## config.mk

```make
export PLATFORM = sky130hd
export DESIGN_NAME = drive_command_source_combiner
export DESIGN_NICKNAME = d
export VERILOG_FILES = /design/src/logic/drive_cmd_pkg.sv /design/src/logic/drive_command_source_combiner.sv
export SDC_FILE = /design/constraint.sdc
export NUM_CORES = 1
export LEC_CHECK = 0
export BUFFER_PORTS_ARGS = -buffer_cell sky130_fd_sc_hd__buf_2
export CORE_ASPECT_RATIO = 1.2
export CORE_MARGIN = 2
export CORE_UTILIZATION = 45
export CTS_CLUSTER_DIAMETER = 60
export DETAILED_ROUTE_END_ITERATION = 10
export GPL_TIMING_DRIVEN = 0
export PLACE_DENSITY = 0.74
export RECOVER_POWER = 25
export SLEW_MARGIN = 10
export SYNTH_ARGS = -nofsm -noshare
export SYNTH_HDL_FRONTEND = slang
export SYNTH_SLANG_ARGS = --single-unit
```

## constraint.sdc

```tcl
create_clock -name pclk -period 4.2 [get_ports pclk]
set_input_delay 0.63 -clock pclk [delete_from_list [all_inputs] [get_ports pclk]]
set_output_delay 0.63 -clock pclk [all_outputs]
set_load 0.02 [all_outputs]
```

## src/logic/drive_cmd_pkg.sv

```systemverilog
/*
  Shared constants for the drive command source combiner: register
  offsets, field positions, reset values, protocol and selector codes,
  and the baud-rate table.
  Assumes a 32-bit APB register bus and a 16-bit serial control word.
*/
package drive_cmd_pkg;

  // Register byte offsets.
  localparam logic [7:0] OFS_STATION = 8'h00;
  localparam logic [7:0] OFS_BAUD = 8'h04;
  localparam logic [7:0] OFS_SOURCE = 8'h08;
  localparam logic [7:0] OFS_STATUS = 8'h0C;

  // Protocol codes held in the station register.
  localparam logic [1:0] PROTO_NATIVE = 2'h0;
  localparam logic [1:0] PROTO_BLDG = 2'h1;
  localparam logic [1:0] PROTO_MODBUS = 2'h3;

  // Station address limits per protocol.
  localparam logic [7:0] ADDR_NATIVE_MIN = 8'h00;
  localparam logic [7:0] ADDR_NATIVE_MAX = 8'hF7;
  localparam logic [7:0] ADDR_BLDG_MIN = 8'h01;
  localparam logic [7:0] ADDR_BLDG_MAX = 8'hFF;
  localparam logic [7:0] ADDR_MODBUS_MIN = 8'h01;
  localparam logic [7:0] ADDR_MODBUS_MAX = 8'hF7;
  localparam logic [7:0] ADDR_RESET = 8'h01;

  // Baud codes and their bit rates.
  localparam logic [2:0] BAUD_CODE_MAX = 3'h5;
  localparam logic [2:0] BAUD_RESET = 3'h5;
  localparam logic [13:0] BPS_300 = 14'h012C;
  localparam logic [13:0] BPS_600 = 14'h0258;
  localparam logic [13:0] BPS_1200 = 14'h04B0;
  localparam logic [13:0] BPS_2400 = 14'h0960;
  localparam logic [13:0] BPS_4800 = 14'h12C0;
  localparam logic [13:0] BPS_9600 = 14'h2580;

  // Source selector codes.
  localparam logic [1:0] SRC_LOCAL = 2'h0;
  localparam logic [1:0] SRC_SERIAL = 2'h1;
  localparam logic [1:0] SRC_EITHER = 2'h2;
  localparam logic [1:0] SRC_BOTH = 2'h3;
  localparam logic [1:0] SRC_RESET = 2'h3;

  // Field positions.
  localparam int F_PROTO_LO = 0;
  localparam int F_ADDR_LO = 8;
  localparam int F_SRC_COAST = 0;
  localparam int F_SRC_QSTOP = 2;
  localparam int F_SRC_DC = 4;
  localparam int F_ST_COAST = 16;
  localparam int F_ST_QSTOP = 17;
  localparam int F_ST_DC = 18;
  localparam int F_ST_REJECT = 19;

  // Control word bits.
  localparam int CW_DC = 2;
  localparam int CW_COAST = 3;
  localparam int CW_QSTOP = 4;
  localparam int CW_VALID = 10;

  localparam logic [15:0] CW_RESET = 16'hFFFF;

endpackage

```

## src/logic/drive_command_source_combiner.sv

```systemverilog
/*
  Drive command source combiner: station address and baud settings
  held for the serial network, plus the merge of local stop inputs
  with serial control-word bits for coasting, quick stop and DC brake.
  Assumes software reaches the settings over APB from the local control
  unit, the serial frame logic delivers decoded control words and
  setting-change attempts on pclk, and stop inputs are raw pins.
*/
// Our own choices: the register addresses and the APB slave port.
`timescale 1ns/1ps

// Functional notes
// Native protocol accepts station addresses 0 to 247, default 1.
// Building-automation protocol accepts station addresses 1 to 255.
// Modbus RTU accepts station addresses 1 to 247.
// Integrator gives each drive on the network its own address.
// Station address changes from the serial link are rejected.
// Baud codes 0..5 mean 300 to 9600 bit/s, default code 5.
// Baud changes from the serial link are rejected.
// Drive baud setting and master rate must match.
// Each stop command has a two-bit source selector, default 3.
// Serial mode lets only the control-word bit act.
// Coasting input and control bit 3 are active low.
// Run allowed: 0 local, 1 serial, 2 either high, 3 both high.
// Quick-stop input and control bit 4 are active low.
// Quick stop ends with the same four-way merge.
// DC brake has its own four-way selector, default 3.
// DC brake input and control bit 2 are active low, same merge.
// Serial merge input is the latest valid control word bit.
module drive_command_source_combiner
  import drive_cmd_pkg::*;
(
  // Clock and reset.
  input wire logic pclk,
  input wire logic presetn,
  // APB slave.
  input wire logic psel,
  input wire logic penable,
  input wire logic pwrite,
  input wire logic [7:0] paddr,
  input wire logic [31:0] pwdata,
  output logic [31:0] prdata,
  output logic pready,
  output logic pslverr,
  // Serial link side, on pclk.
  input wire logic cw_strobe,
  input wire logic [15:0] cw_word,
  input wire logic ser_setting_wr,
  // Local stop inputs from pins, active low.
  input wire logic coast_pin_n,
  input wire logic qstop_pin_n,
  input wire logic dcbrake_pin_n,
  // Settings and commands out.
  output logic [1:0] protocol,
  output logic [7:0] station_addr,
  output logic [2:0] baud_code,
  output logic [13:0] baud_bps,
  output logic coast_req_n,
  output logic qstop_req_n,
  output logic dcbrake_req_n,
  output logic ser_reject
);

  // Range check of a station address against a protocol code.
  function automatic logic addr_ok(input logic [1:0] proto, input logic [7:0] addr);
    logic ok;
    ok = 1'b0;
    unique case (proto)
      PROTO_NATIVE: ok = (addr >= ADDR_NATIVE_MIN) && (addr <= ADDR_NATIVE_MAX);
      PROTO_BLDG: ok = (addr >= ADDR_BLDG_MIN) && (addr <= ADDR_BLDG_MAX);
      PROTO_MODBUS: ok = (addr >= ADDR_MODBUS_MIN) && (addr <= ADDR_MODBUS_MAX);
      default: ok = 1'b0;
    endcase
    return ok;
  endfunction

  // Baud code to bit rate; out-of-range codes never get stored.
  function automatic logic [13:0] baud_decode(input logic [2:0] code);
    logic [13:0] bps;
    bps = BPS_9600;
    unique case (code)
      3'h0: bps = BPS_300;
      3'h1: bps = BPS_600;
      3'h2: bps = BPS_1200;
      3'h3: bps = BPS_2400;
      3'h4: bps = BPS_4800;
      default: bps = BPS_9600;
    endcase
    return bps;
  endfunction

  // Four-way merge of active-low local and serial levels; 1 means release.
  // The either/both naming follows the bit sense: either level high or both levels high releases.
  function automatic logic merge(input logic [1:0] sel, input logic loc, input logic ser);
    logic run;
    run = 1'b0;
    unique case (sel)
      SRC_LOCAL: run = loc;
      SRC_SERIAL: run = ser;
      SRC_EITHER: run = loc | ser;
      SRC_BOTH: run = loc & ser;
    endcase
    return run;
  endfunction

  logic [1:0] protocol_q, protocol_d;
  logic [7:0] station_addr_q, station_addr_d;
  logic [2:0] baud_code_q, baud_code_d;
  logic [13:0] baud_bps_q, baud_bps_d;
  logic [1:0] src_coast_q, src_coast_d;
  logic [1:0] src_qstop_q, src_qstop_d;
  logic [1:0] src_dc_q, src_dc_d;
  logic reject_seen_q, reject_seen_d;
  logic [31:0] prdata_q, prdata_d;
  logic pready_q, pready_d;
  logic pslverr_q, pslverr_d;
  logic [15:0] cw_q, cw_d;
  logic ser_reject_q, ser_reject_d;
  logic [2:0] pin_meta_q, pin_sync_q;
  logic coast_req_n_q, coast_req_n_d;
  logic qstop_req_n_q, qstop_req_n_d;
  logic dcbrake_req_n_q, dcbrake_req_n_d;
  logic acc_go, wr_go;
  logic [31:0] rd_word;
  logic wr_bad;
  logic addr_bad;
  logic coast_ref;

  // An access completes one cycle after the access phase starts.
  assign acc_go = psel & penable & pready_q;
  assign wr_go = acc_go & pwrite;

  // Read mux and write legality for the current address.
  always_comb
  begin
    rd_word = '0;
    wr_bad = 1'b0;
    addr_bad = 1'b0;
    unique case (paddr)
      OFS_STATION:
      begin
        rd_word[F_PROTO_LO +: 2] = protocol_q;
        rd_word[F_ADDR_LO +: 8] = station_addr_q;
        wr_bad = !addr_ok(pwdata[F_PROTO_LO +: 2], pwdata[F_ADDR_LO +: 8]);
      end
      OFS_BAUD:
      begin
        rd_word[2:0] = baud_code_q;
        wr_bad = (pwdata[2:0] > BAUD_CODE_MAX);
      end
      OFS_SOURCE:
      begin
        rd_word[F_SRC_COAST +: 2] = src_coast_q;
        rd_word[F_SRC_QSTOP +: 2] = src_qstop_q;
        rd_word[F_SRC_DC +: 2] = src_dc_q;
      end
      OFS_STATUS:
      begin
        rd_word[15:0] = cw_q;
        rd_word[F_ST_COAST] = coast_req_n_q;
        rd_word[F_ST_QSTOP] = qstop_req_n_q;
        rd_word[F_ST_DC] = dcbrake_req_n_q;
        rd_word[F_ST_REJECT] = reject_seen_q;
      end
      default:
      begin
        wr_bad = 1'b1;
        addr_bad = 1'b1;
      end
    endcase
  end

  // APB handshake and register next values. Illegal writes leave state
  // untouched and answer with pslverr, so software sees the refusal.
  always_comb
  begin
    pready_d = psel & penable & ~pready_q;
    pslverr_d = 1'b0;
    prdata_d = prdata_q;
    protocol_d = protocol_q;
    station_addr_d = station_addr_q;
    baud_code_d = baud_code_q;
    src_coast_d = src_coast_q;
    src_qstop_d = src_qstop_q;
    src_dc_d = src_dc_q;
    reject_seen_d = reject_seen_q;
    if (psel & penable & ~pready_q)
    begin
      prdata_d = pwrite ? '0 : rd_word;
      pslverr_d = pwrite ? wr_bad : addr_bad;
    end
    if (wr_go && !wr_bad)
    begin
      unique case (paddr)
        OFS_STATION:
        begin
          protocol_d = pwdata[F_PROTO_LO +: 2];
          station_addr_d = pwdata[F_ADDR_LO +: 8];
        end
        OFS_BAUD: baud_code_d = pwdata[2:0];
        OFS_SOURCE:
        begin
          src_coast_d = pwdata[F_SRC_COAST +: 2];
          src_qstop_d = pwdata[F_SRC_QSTOP +: 2];
          src_dc_d = pwdata[F_SRC_DC +: 2];
        end
        OFS_STATUS: if (pwdata[F_ST_REJECT]) reject_seen_d = 1'b0;
        default: reject_seen_d = reject_seen_q;
      endcase
    end
    // A fresh refusal wins over a clear in the same cycle.
    if (ser_setting_wr)
      reject_seen_d = 1'b1;
    baud_bps_d = baud_decode(baud_code_d);
  end

  // Serial side: refuse address and baud changes, keep last valid word.
  always_comb
  begin
    ser_reject_d = ser_setting_wr;
    cw_d = cw_q;
    if (cw_strobe && cw_word[CW_VALID])
      cw_d = cw_word;
  end

  // Merge the synchronised pins with the held control word bits.
  always_comb
  begin
    coast_req_n_d = merge(src_coast_q, pin_sync_q[0], cw_q[CW_COAST]);
    qstop_req_n_d = merge(src_qstop_q, pin_sync_q[1], cw_q[CW_QSTOP]);
    dcbrake_req_n_d = merge(src_dc_q, pin_sync_q[2], cw_q[CW_DC]);
  end

  // Coast reference built from the selector bits directly, so the merge
  // function is not the only judge of its own result.
  always_comb
  begin
    coast_ref = pin_sync_q[0] & cw_q[CW_COAST];
    if (src_coast_q == SRC_LOCAL)
      coast_ref = pin_sync_q[0];
    else if (src_coast_q == SRC_SERIAL)
      coast_ref = cw_q[CW_COAST];
    else if (src_coast_q == SRC_EITHER)
      coast_ref = pin_sync_q[0] | cw_q[CW_COAST];
  end

  // All state registers. Pins pass two flops before the merge reads them.
  always_ff @(posedge pclk or negedge presetn)
  begin
    if (!presetn)
    begin
      protocol_q <= PROTO_NATIVE;
      station_addr_q <= ADDR_RESET;
      baud_code_q <= BAUD_RESET;
      baud_bps_q <= BPS_9600;
      src_coast_q <= SRC_RESET;
      src_qstop_q <= SRC_RESET;
      src_dc_q <= SRC_RESET;
      reject_seen_q <= 1'b0;
      prdata_q <= '0;
      pready_q <= 1'b0;
      pslverr_q <= 1'b0;
      cw_q <= CW_RESET;
      ser_reject_q <= 1'b0;
      pin_meta_q <= '1;
      pin_sync_q <= '1;
      coast_req_n_q <= 1'b1;
      qstop_req_n_q <= 1'b1;
      dcbrake_req_n_q <= 1'b1;
    end
    else
    begin
      protocol_q <= protocol_d;
      station_addr_q <= station_addr_d;
      baud_code_q <= baud_code_d;
      baud_bps_q <= baud_bps_d;
      src_coast_q <= src_coast_d;
      src_qstop_q <= src_qstop_d;
      src_dc_q <= src_dc_d;
      reject_seen_q <= reject_seen_d;
      prdata_q <= prdata_d;
      pready_q <= pready_d;
      pslverr_q <= pslverr_d;
      cw_q <= cw_d;
      ser_reject_q <= ser_reject_d;
      pin_meta_q <= {dcbrake_pin_n, qstop_pin_n, coast_pin_n};
      pin_sync_q <= pin_meta_q;
      coast_req_n_q <= coast_req_n_d;
      qstop_req_n_q <= qstop_req_n_d;
      dcbrake_req_n_q <= dcbrake_req_n_d;
    end
  end

  assign prdata = prdata_q;
  assign pready = pready_q;
  assign pslverr = pslverr_q;
  assign protocol = protocol_q;
  assign station_addr = station_addr_q;
  assign baud_code = baud_code_q;
  assign baud_bps = baud_bps_q;
  assign coast_req_n = coast_req_n_q;
  assign qstop_req_n = qstop_req_n_q;
  assign dcbrake_req_n = dcbrake_req_n_q;
  assign ser_reject = ser_reject_q;
endmodule

```

Yosys cells after proc, flatten, opt, wreduce, memory -nomap -nowiden:

Cells that the tools add are included.

* bits in registers: 94
* bits of input ports: 66
* output and inout bits: 65
* logic and storage cells: 96

* $lt $le $gt $ge: 5
* eq/ne operators: 18
* mux-type cells: 23
* bitwise logic cells: 11
* reduce and logical (&&, ||, !) cells: 21

Operators by type and width (count)
* case mux 14 bit (5 select lines): 1
* 2-to-1 mux 20 bit: 1
* equality test 8 x 4 -> 1 bit, second input constant: 2
* >= comparator 8 x 1 -> 1 bit, second input constant: 2
* less-or-equal comparator 8 bit, second input constant: 2
* case mux 8 bit (2 select lines): 1
* equality test 2 bit, second input constant: 7
* case mux 1 bit (4 select lines): 3
* case mux 1 bit (3 select lines): 3
* equality test 2 x 1 -> 1 bit, second input constant: 4
* equality test 8 x 3 -> 1 bit, second input constant: 1
* logical NOT 2 bit: 4
* logical NOT 8 bit: 1
* 2-to-1 mux 1 bit: 8
* case mux 2 bit (4 select lines): 1
* AND 1 bit: 7
* equality test 3 x 2 -> 1 bit, second input constant: 2
* 2-to-1 mux 3 bit: 2
* case mux 3 bit (2 select lines): 1
* nonzero test 2 bit: 3
* logical AND 1 bit: 5
* 2-to-1 mux 4 bit: 1
* AND reduction 2 bit: 2
* OR reduction 4 bit: 1
* other kinds (10): 13

Depth between registers and ports, before layout:

* word-level depth: 11
* gate-level depth with buffers: 7
* gate-level depth less buffers: 5

Worst setup path before layout:

No wires, ideal clock.

* path type: input to register
* start: input paddr[5]
* end: register protocol_q[0], in the netlist protocol[0]
* setup time: 0.125 ns
* arrival time: 2.074 ns
* data required time: 4.075 ns
* slack: 2.001 ns
* stages on the path: 6
* path buffers: 1
* cells stage by stage: nor4_4 -> nand2_2 -> nor2_2 -> or4b_1 -> buf_6 -> mux2_4

* longest elaborated chain between the ends: 6
* elaborated cells between the ends (all ways): 9
* classes of those cells: eq/ne: 3; mux: 1; reduce/logical: 5

Ends and longest elaborated chain
* start, declared: RTL line drive_command_source_combiner.sv:40 `input wire logic [7:0] paddr,`
* equality test 8 x 4 -> 1 bit: RTL line drive_command_source_combiner.sv:139 `unique case (paddr)`
* OR reduction 2 bit (no line)
* case mux 1 bit (3 select lines): RTL line drive_command_source_combiner.sv:139
* logical NOT 1 bit: RTL line drive_command_source_combiner.sv:192 `if (wr_go && !wr_bad)`
* logical AND 1 bit: RTL line drive_command_source_combiner.sv:192
* AND reduction 2 bit (no line) (*)
* end signal, assigned: RTL line drive_command_source_combiner.sv:273 `protocol_q <= protocol_d;`
* end, declared: RTL line drive_command_source_combiner.sv:106 `logic [1:0] protocol_q, protocol_d;`

Mark *: on every way between the ends. The rest lies on a longest branch, timed or not.
A chain may end at the register's enable or synchronous reset.

Worst setup path in the final report:

* start: input paddr[5]
* end: register prdata_q[15], in the netlist prdata[15]

* longest elaborated chain between the ends: 3
* elaborated cells between the ends (all ways): 4
* classes of those cells: eq/ne: 1; mux: 2; reduce/logical: 1

Ends and longest elaborated chain
* equality test 8 x 4 -> 1 bit / logical NOT 8 bit (equally long branches): RTL line drive_command_source_combiner.sv:139
* case mux 8 bit (2 select lines) (*): RTL line drive_command_source_combiner.sv:139
* 2-to-1 mux 20 bit (*): RTL line drive_command_source_combiner.sv:189 `prdata_d = pwrite ? '0 : rd_word;`
* end signal, assigned: RTL line drive_command_source_combiner.sv:281 `prdata_q <= prdata_d;`
* end, declared: RTL line drive_command_source_combiner.sv:114 `logic [31:0] prdata_q, prdata_d;`

Marked as above.

==> flow_summary.yaml <==
final_layout:
  final_cell_mix: "buf_2 (99), dfrtp_1 (42), dfstp_2 (38)"
  area_growth_pct: 25.4
  final_cells: 507
  drive_above_1_share: 0.501
  nets: 476
  final_common_cell: "buf_2"
  diodes: 0
  design_area_sq_um: 4440
grt:
  grt_util_all_layers: 0.190
  grt_overflow_total: 0
  grt_pass1_wl_um: 12600
  antenna_found_initial: 0
  met3_usage: 0.0391
  top_usage_layer: "met2"
  grt_pass1_vias: 2583
  grtUsageMet1: 0.235
  grt_max_degree: 43
  grt.met2_usage: 0.309
die:
  coreArea_sq_um: 7660
  io_pins: 131
  die_w_um: 85.0
  start_util: 0.462
  die_h_um: 101
  dieArea_sq_um: 8600
  rows: 35
placement:
  gp_congestion: 0.801
  dp_slack_ns: 1.63
  dp_hpwl_um: 5810
  placed_cell_area_sq_um: 4220
  placed_cells: 491
  place.port_buffers: 97
clock_network:
  htreeDepth: 3
  cts-resized-gates: 0
  ctsHoldBuffers: 0
  cts_num_sinks: 80
  clock_path_buffers: 2
  post_cts_buffers: 0
  cts_root_buf: "clkbuf_8"
  cts_tree: "done"
  cts_buffers: 9
  worst_skew_pair.late_latency_ns: 0.35
  path_clk_slew_ns: 0.08
worst_setup_path:
  crit_fanout: 10
  start_kind: "input port"
  crit_type: "in -> reg"
  arrival_ns: 2.48
  crit_start: "paddr[5]"
  regToRegSetupSlack_ns: 2.06
  r2r_start: "pready"
  crit_end: "prdata[15]"
  cp-end-kind: "flip-flop"
  r2r-end: "prdata[12]"
  ff2ff_path_depth: 5
  required_ns: 4.48
detailed_routing:
  post_drt_wl_per_cell_um: 15.7
  drc: 0
  vias_per_cell: 5.31
  drtIter0Drc: 144
  drt_pre_antenna_iters: 4
  routed_wl_um: 7950
  route.vias.total: 2694
  ant_nets: 0
power:
  vdd_drop_max_v: 0.000284
  p_leak_nw: 2.25
  pwr_density_cell_nw_per_um2: 367
timing:
  whs_ns: 0.360
  drv_slew: 39
  setup_viol: 0
  skew_ns: 0.00914
  min_period_ns: 2.20
  slew_headroom: -0.359
  max_freq_mhz: 455
  finalHoldViolations: 0
  period_share: 0.524
  tightest_slew_ns: 2.04
  finalSetupTns_ns: 0
  worst_slack_ns: 2.00
  grt_setup_unrepaired: "no"
synthesis:
  synth_top_cell_area_share: 0.297
  ys_async_sr_fraction: 1.00
  synth_area_sq_um: 3540
  synth_edf_count: 0
  syn_area_per_cell_sq_um: 12.3
  postSynthCellCount: 288
  ys_seq_area_frac: 0.578
  ys_ff_latch: 80
  yosys.area.top_type: "dfrtp_1"
  synth_top_flop_cell: "dfrtp_1"
  synth_area_leaders: "dfrtp_1 (30%), dfstp_2 (28%), mux2_2 (6.0%)"
  yosys_warnings: 0
  synth_cell_types: 48
min_path:
  min_path_type: "reg -> reg"
  worstHoldPathCells: 0
run_status:
  violations: "capacitance limit, slew limit"
  outcome: "complete, but fails checks"
flow_run:
  maxCapViolations: 1
==> cell usage after synthesis, types with 2 or more instances <==
cell type / instances
nor2_1: 8
mux2_2: 19
a21oi_1: 8
buf_4: 14
dfrtp_1: 42
mux4_2: 2
and3_1: 2
clkbuf_1: 11
mux2_4: 10
nand3b_1: 2
o21ai_0: 19
nor3_1: 5
nand2b_1: 3
nand3_1: 7
nor4_1: 2
a22o_1: 7
xnor2_1: 3
nand2_1: 20
a31oi_1: 2
nor2b_1: 6
o22ai_1: 2
mux2i_1: 2
a211oi_1: 4
a222oi_1: 8
o22a_1: 2
buf_2: 3
dfstp_2: 38
inv_1: 15
a22oi_1: 3
==> flip-flops by register name (all words and copies together) (netlist names), 2 cells and up <==
register,flops
src_dc_q,2
prdata,20
baud_bps,12
baud_code,3
station_addr,8
pin_sync_q,3
protocol,2
pin_meta_q,3
src_qstop_q,2
src_coast_q,2
cw_q,16
==> critical path, cell delays in order <==
cell      delay (ns)
buf_2           0.11
nor4_4          0.34
nand3_1         0.27
nor4b_4         0.57
buf_2           0.33
a222oi_1        0.13
inv_1           0.10
==> cell families (layout without fill, tap and decap cells) <==
group	Yosys count	after routing	share of synthesized area
DFF	80	80	0.578
and+or+nand+nor	66	66	0.108
AOI/OAI and AO/OA	60	60	0.117
buffers and inverters	44	158	0.0646
muxes	33	33	0.121
xor gates and xnor gates	4	4	0.00989
other	1	14	0.00106
==> layer usage <==
metal / part of all wire / up-vias
li1: - / 1254
met1: 0.41 / 1318
met2: 0.50 / 101
met3: 0.060 / 21
met4: 0.033 / 0
met5: 0 / -
==> metrics by stage <==
| stage | util | total power [mW] |
|---|---|---|
| 2_1_floorplan | - | 0.931 |
| 3_3_place_gp | 0.547 | 0.991 |
| 3_5_place_dp | 0.550 | 0.999 |
| 4_1_cts | 0.580 | 1.64 |
| 5_1_grt | 0.580 | 1.70 |
| 6_report | 0.580 | 1.63 |
==> how the worst min path moves through the flow <==
stage	startpoint	to
2_1_floorplan	presetn	baud_bps[11]
3_3_place_gp	pin_meta_q[2]	pin_sync_q[2]
3_5_place_dp	pin_meta_q[0]	pin_sync_q[0]
4_1_cts	presetn	baud_bps[5]
5_1_grt	dcbrake_pin_n	pin_meta_q[2]
6_report	pin_meta_q[1]	pin_sync_q[1]
==> report_power, final <==
part / total [mW] / internal (mW) / leakage, nW / switching (mW)
Combinational: 0.145 / 0.0626 / 1.18 / 0.0823
Sequential: 0.839 / 0.821 / 0.960 / 0.0175
Clock: 0.646 / 0.370 / 0.113 / 0.276
Total: 1.63 / 1.25 / 2.25 / 0.376
==> final cells by class <==
| type | instances | area (sq um) |
|---|---|---|
| Timing Repair Buffer | 98 | 504 |
| Multi-Input combinational cell | 177 | 1310 |
| Clock inverter | 4 | 76.3 |
| Sequential cell | 80 | 2050 |
| Fill cell | 645 | 3220 |
| Tap cell | 92 | 115 |
| Clock buffer | 12 | 155 |
| Inverter | 15 | 56.3 |
| Buffer | 29 | 173 |
(Power assumes the default switching activity.)
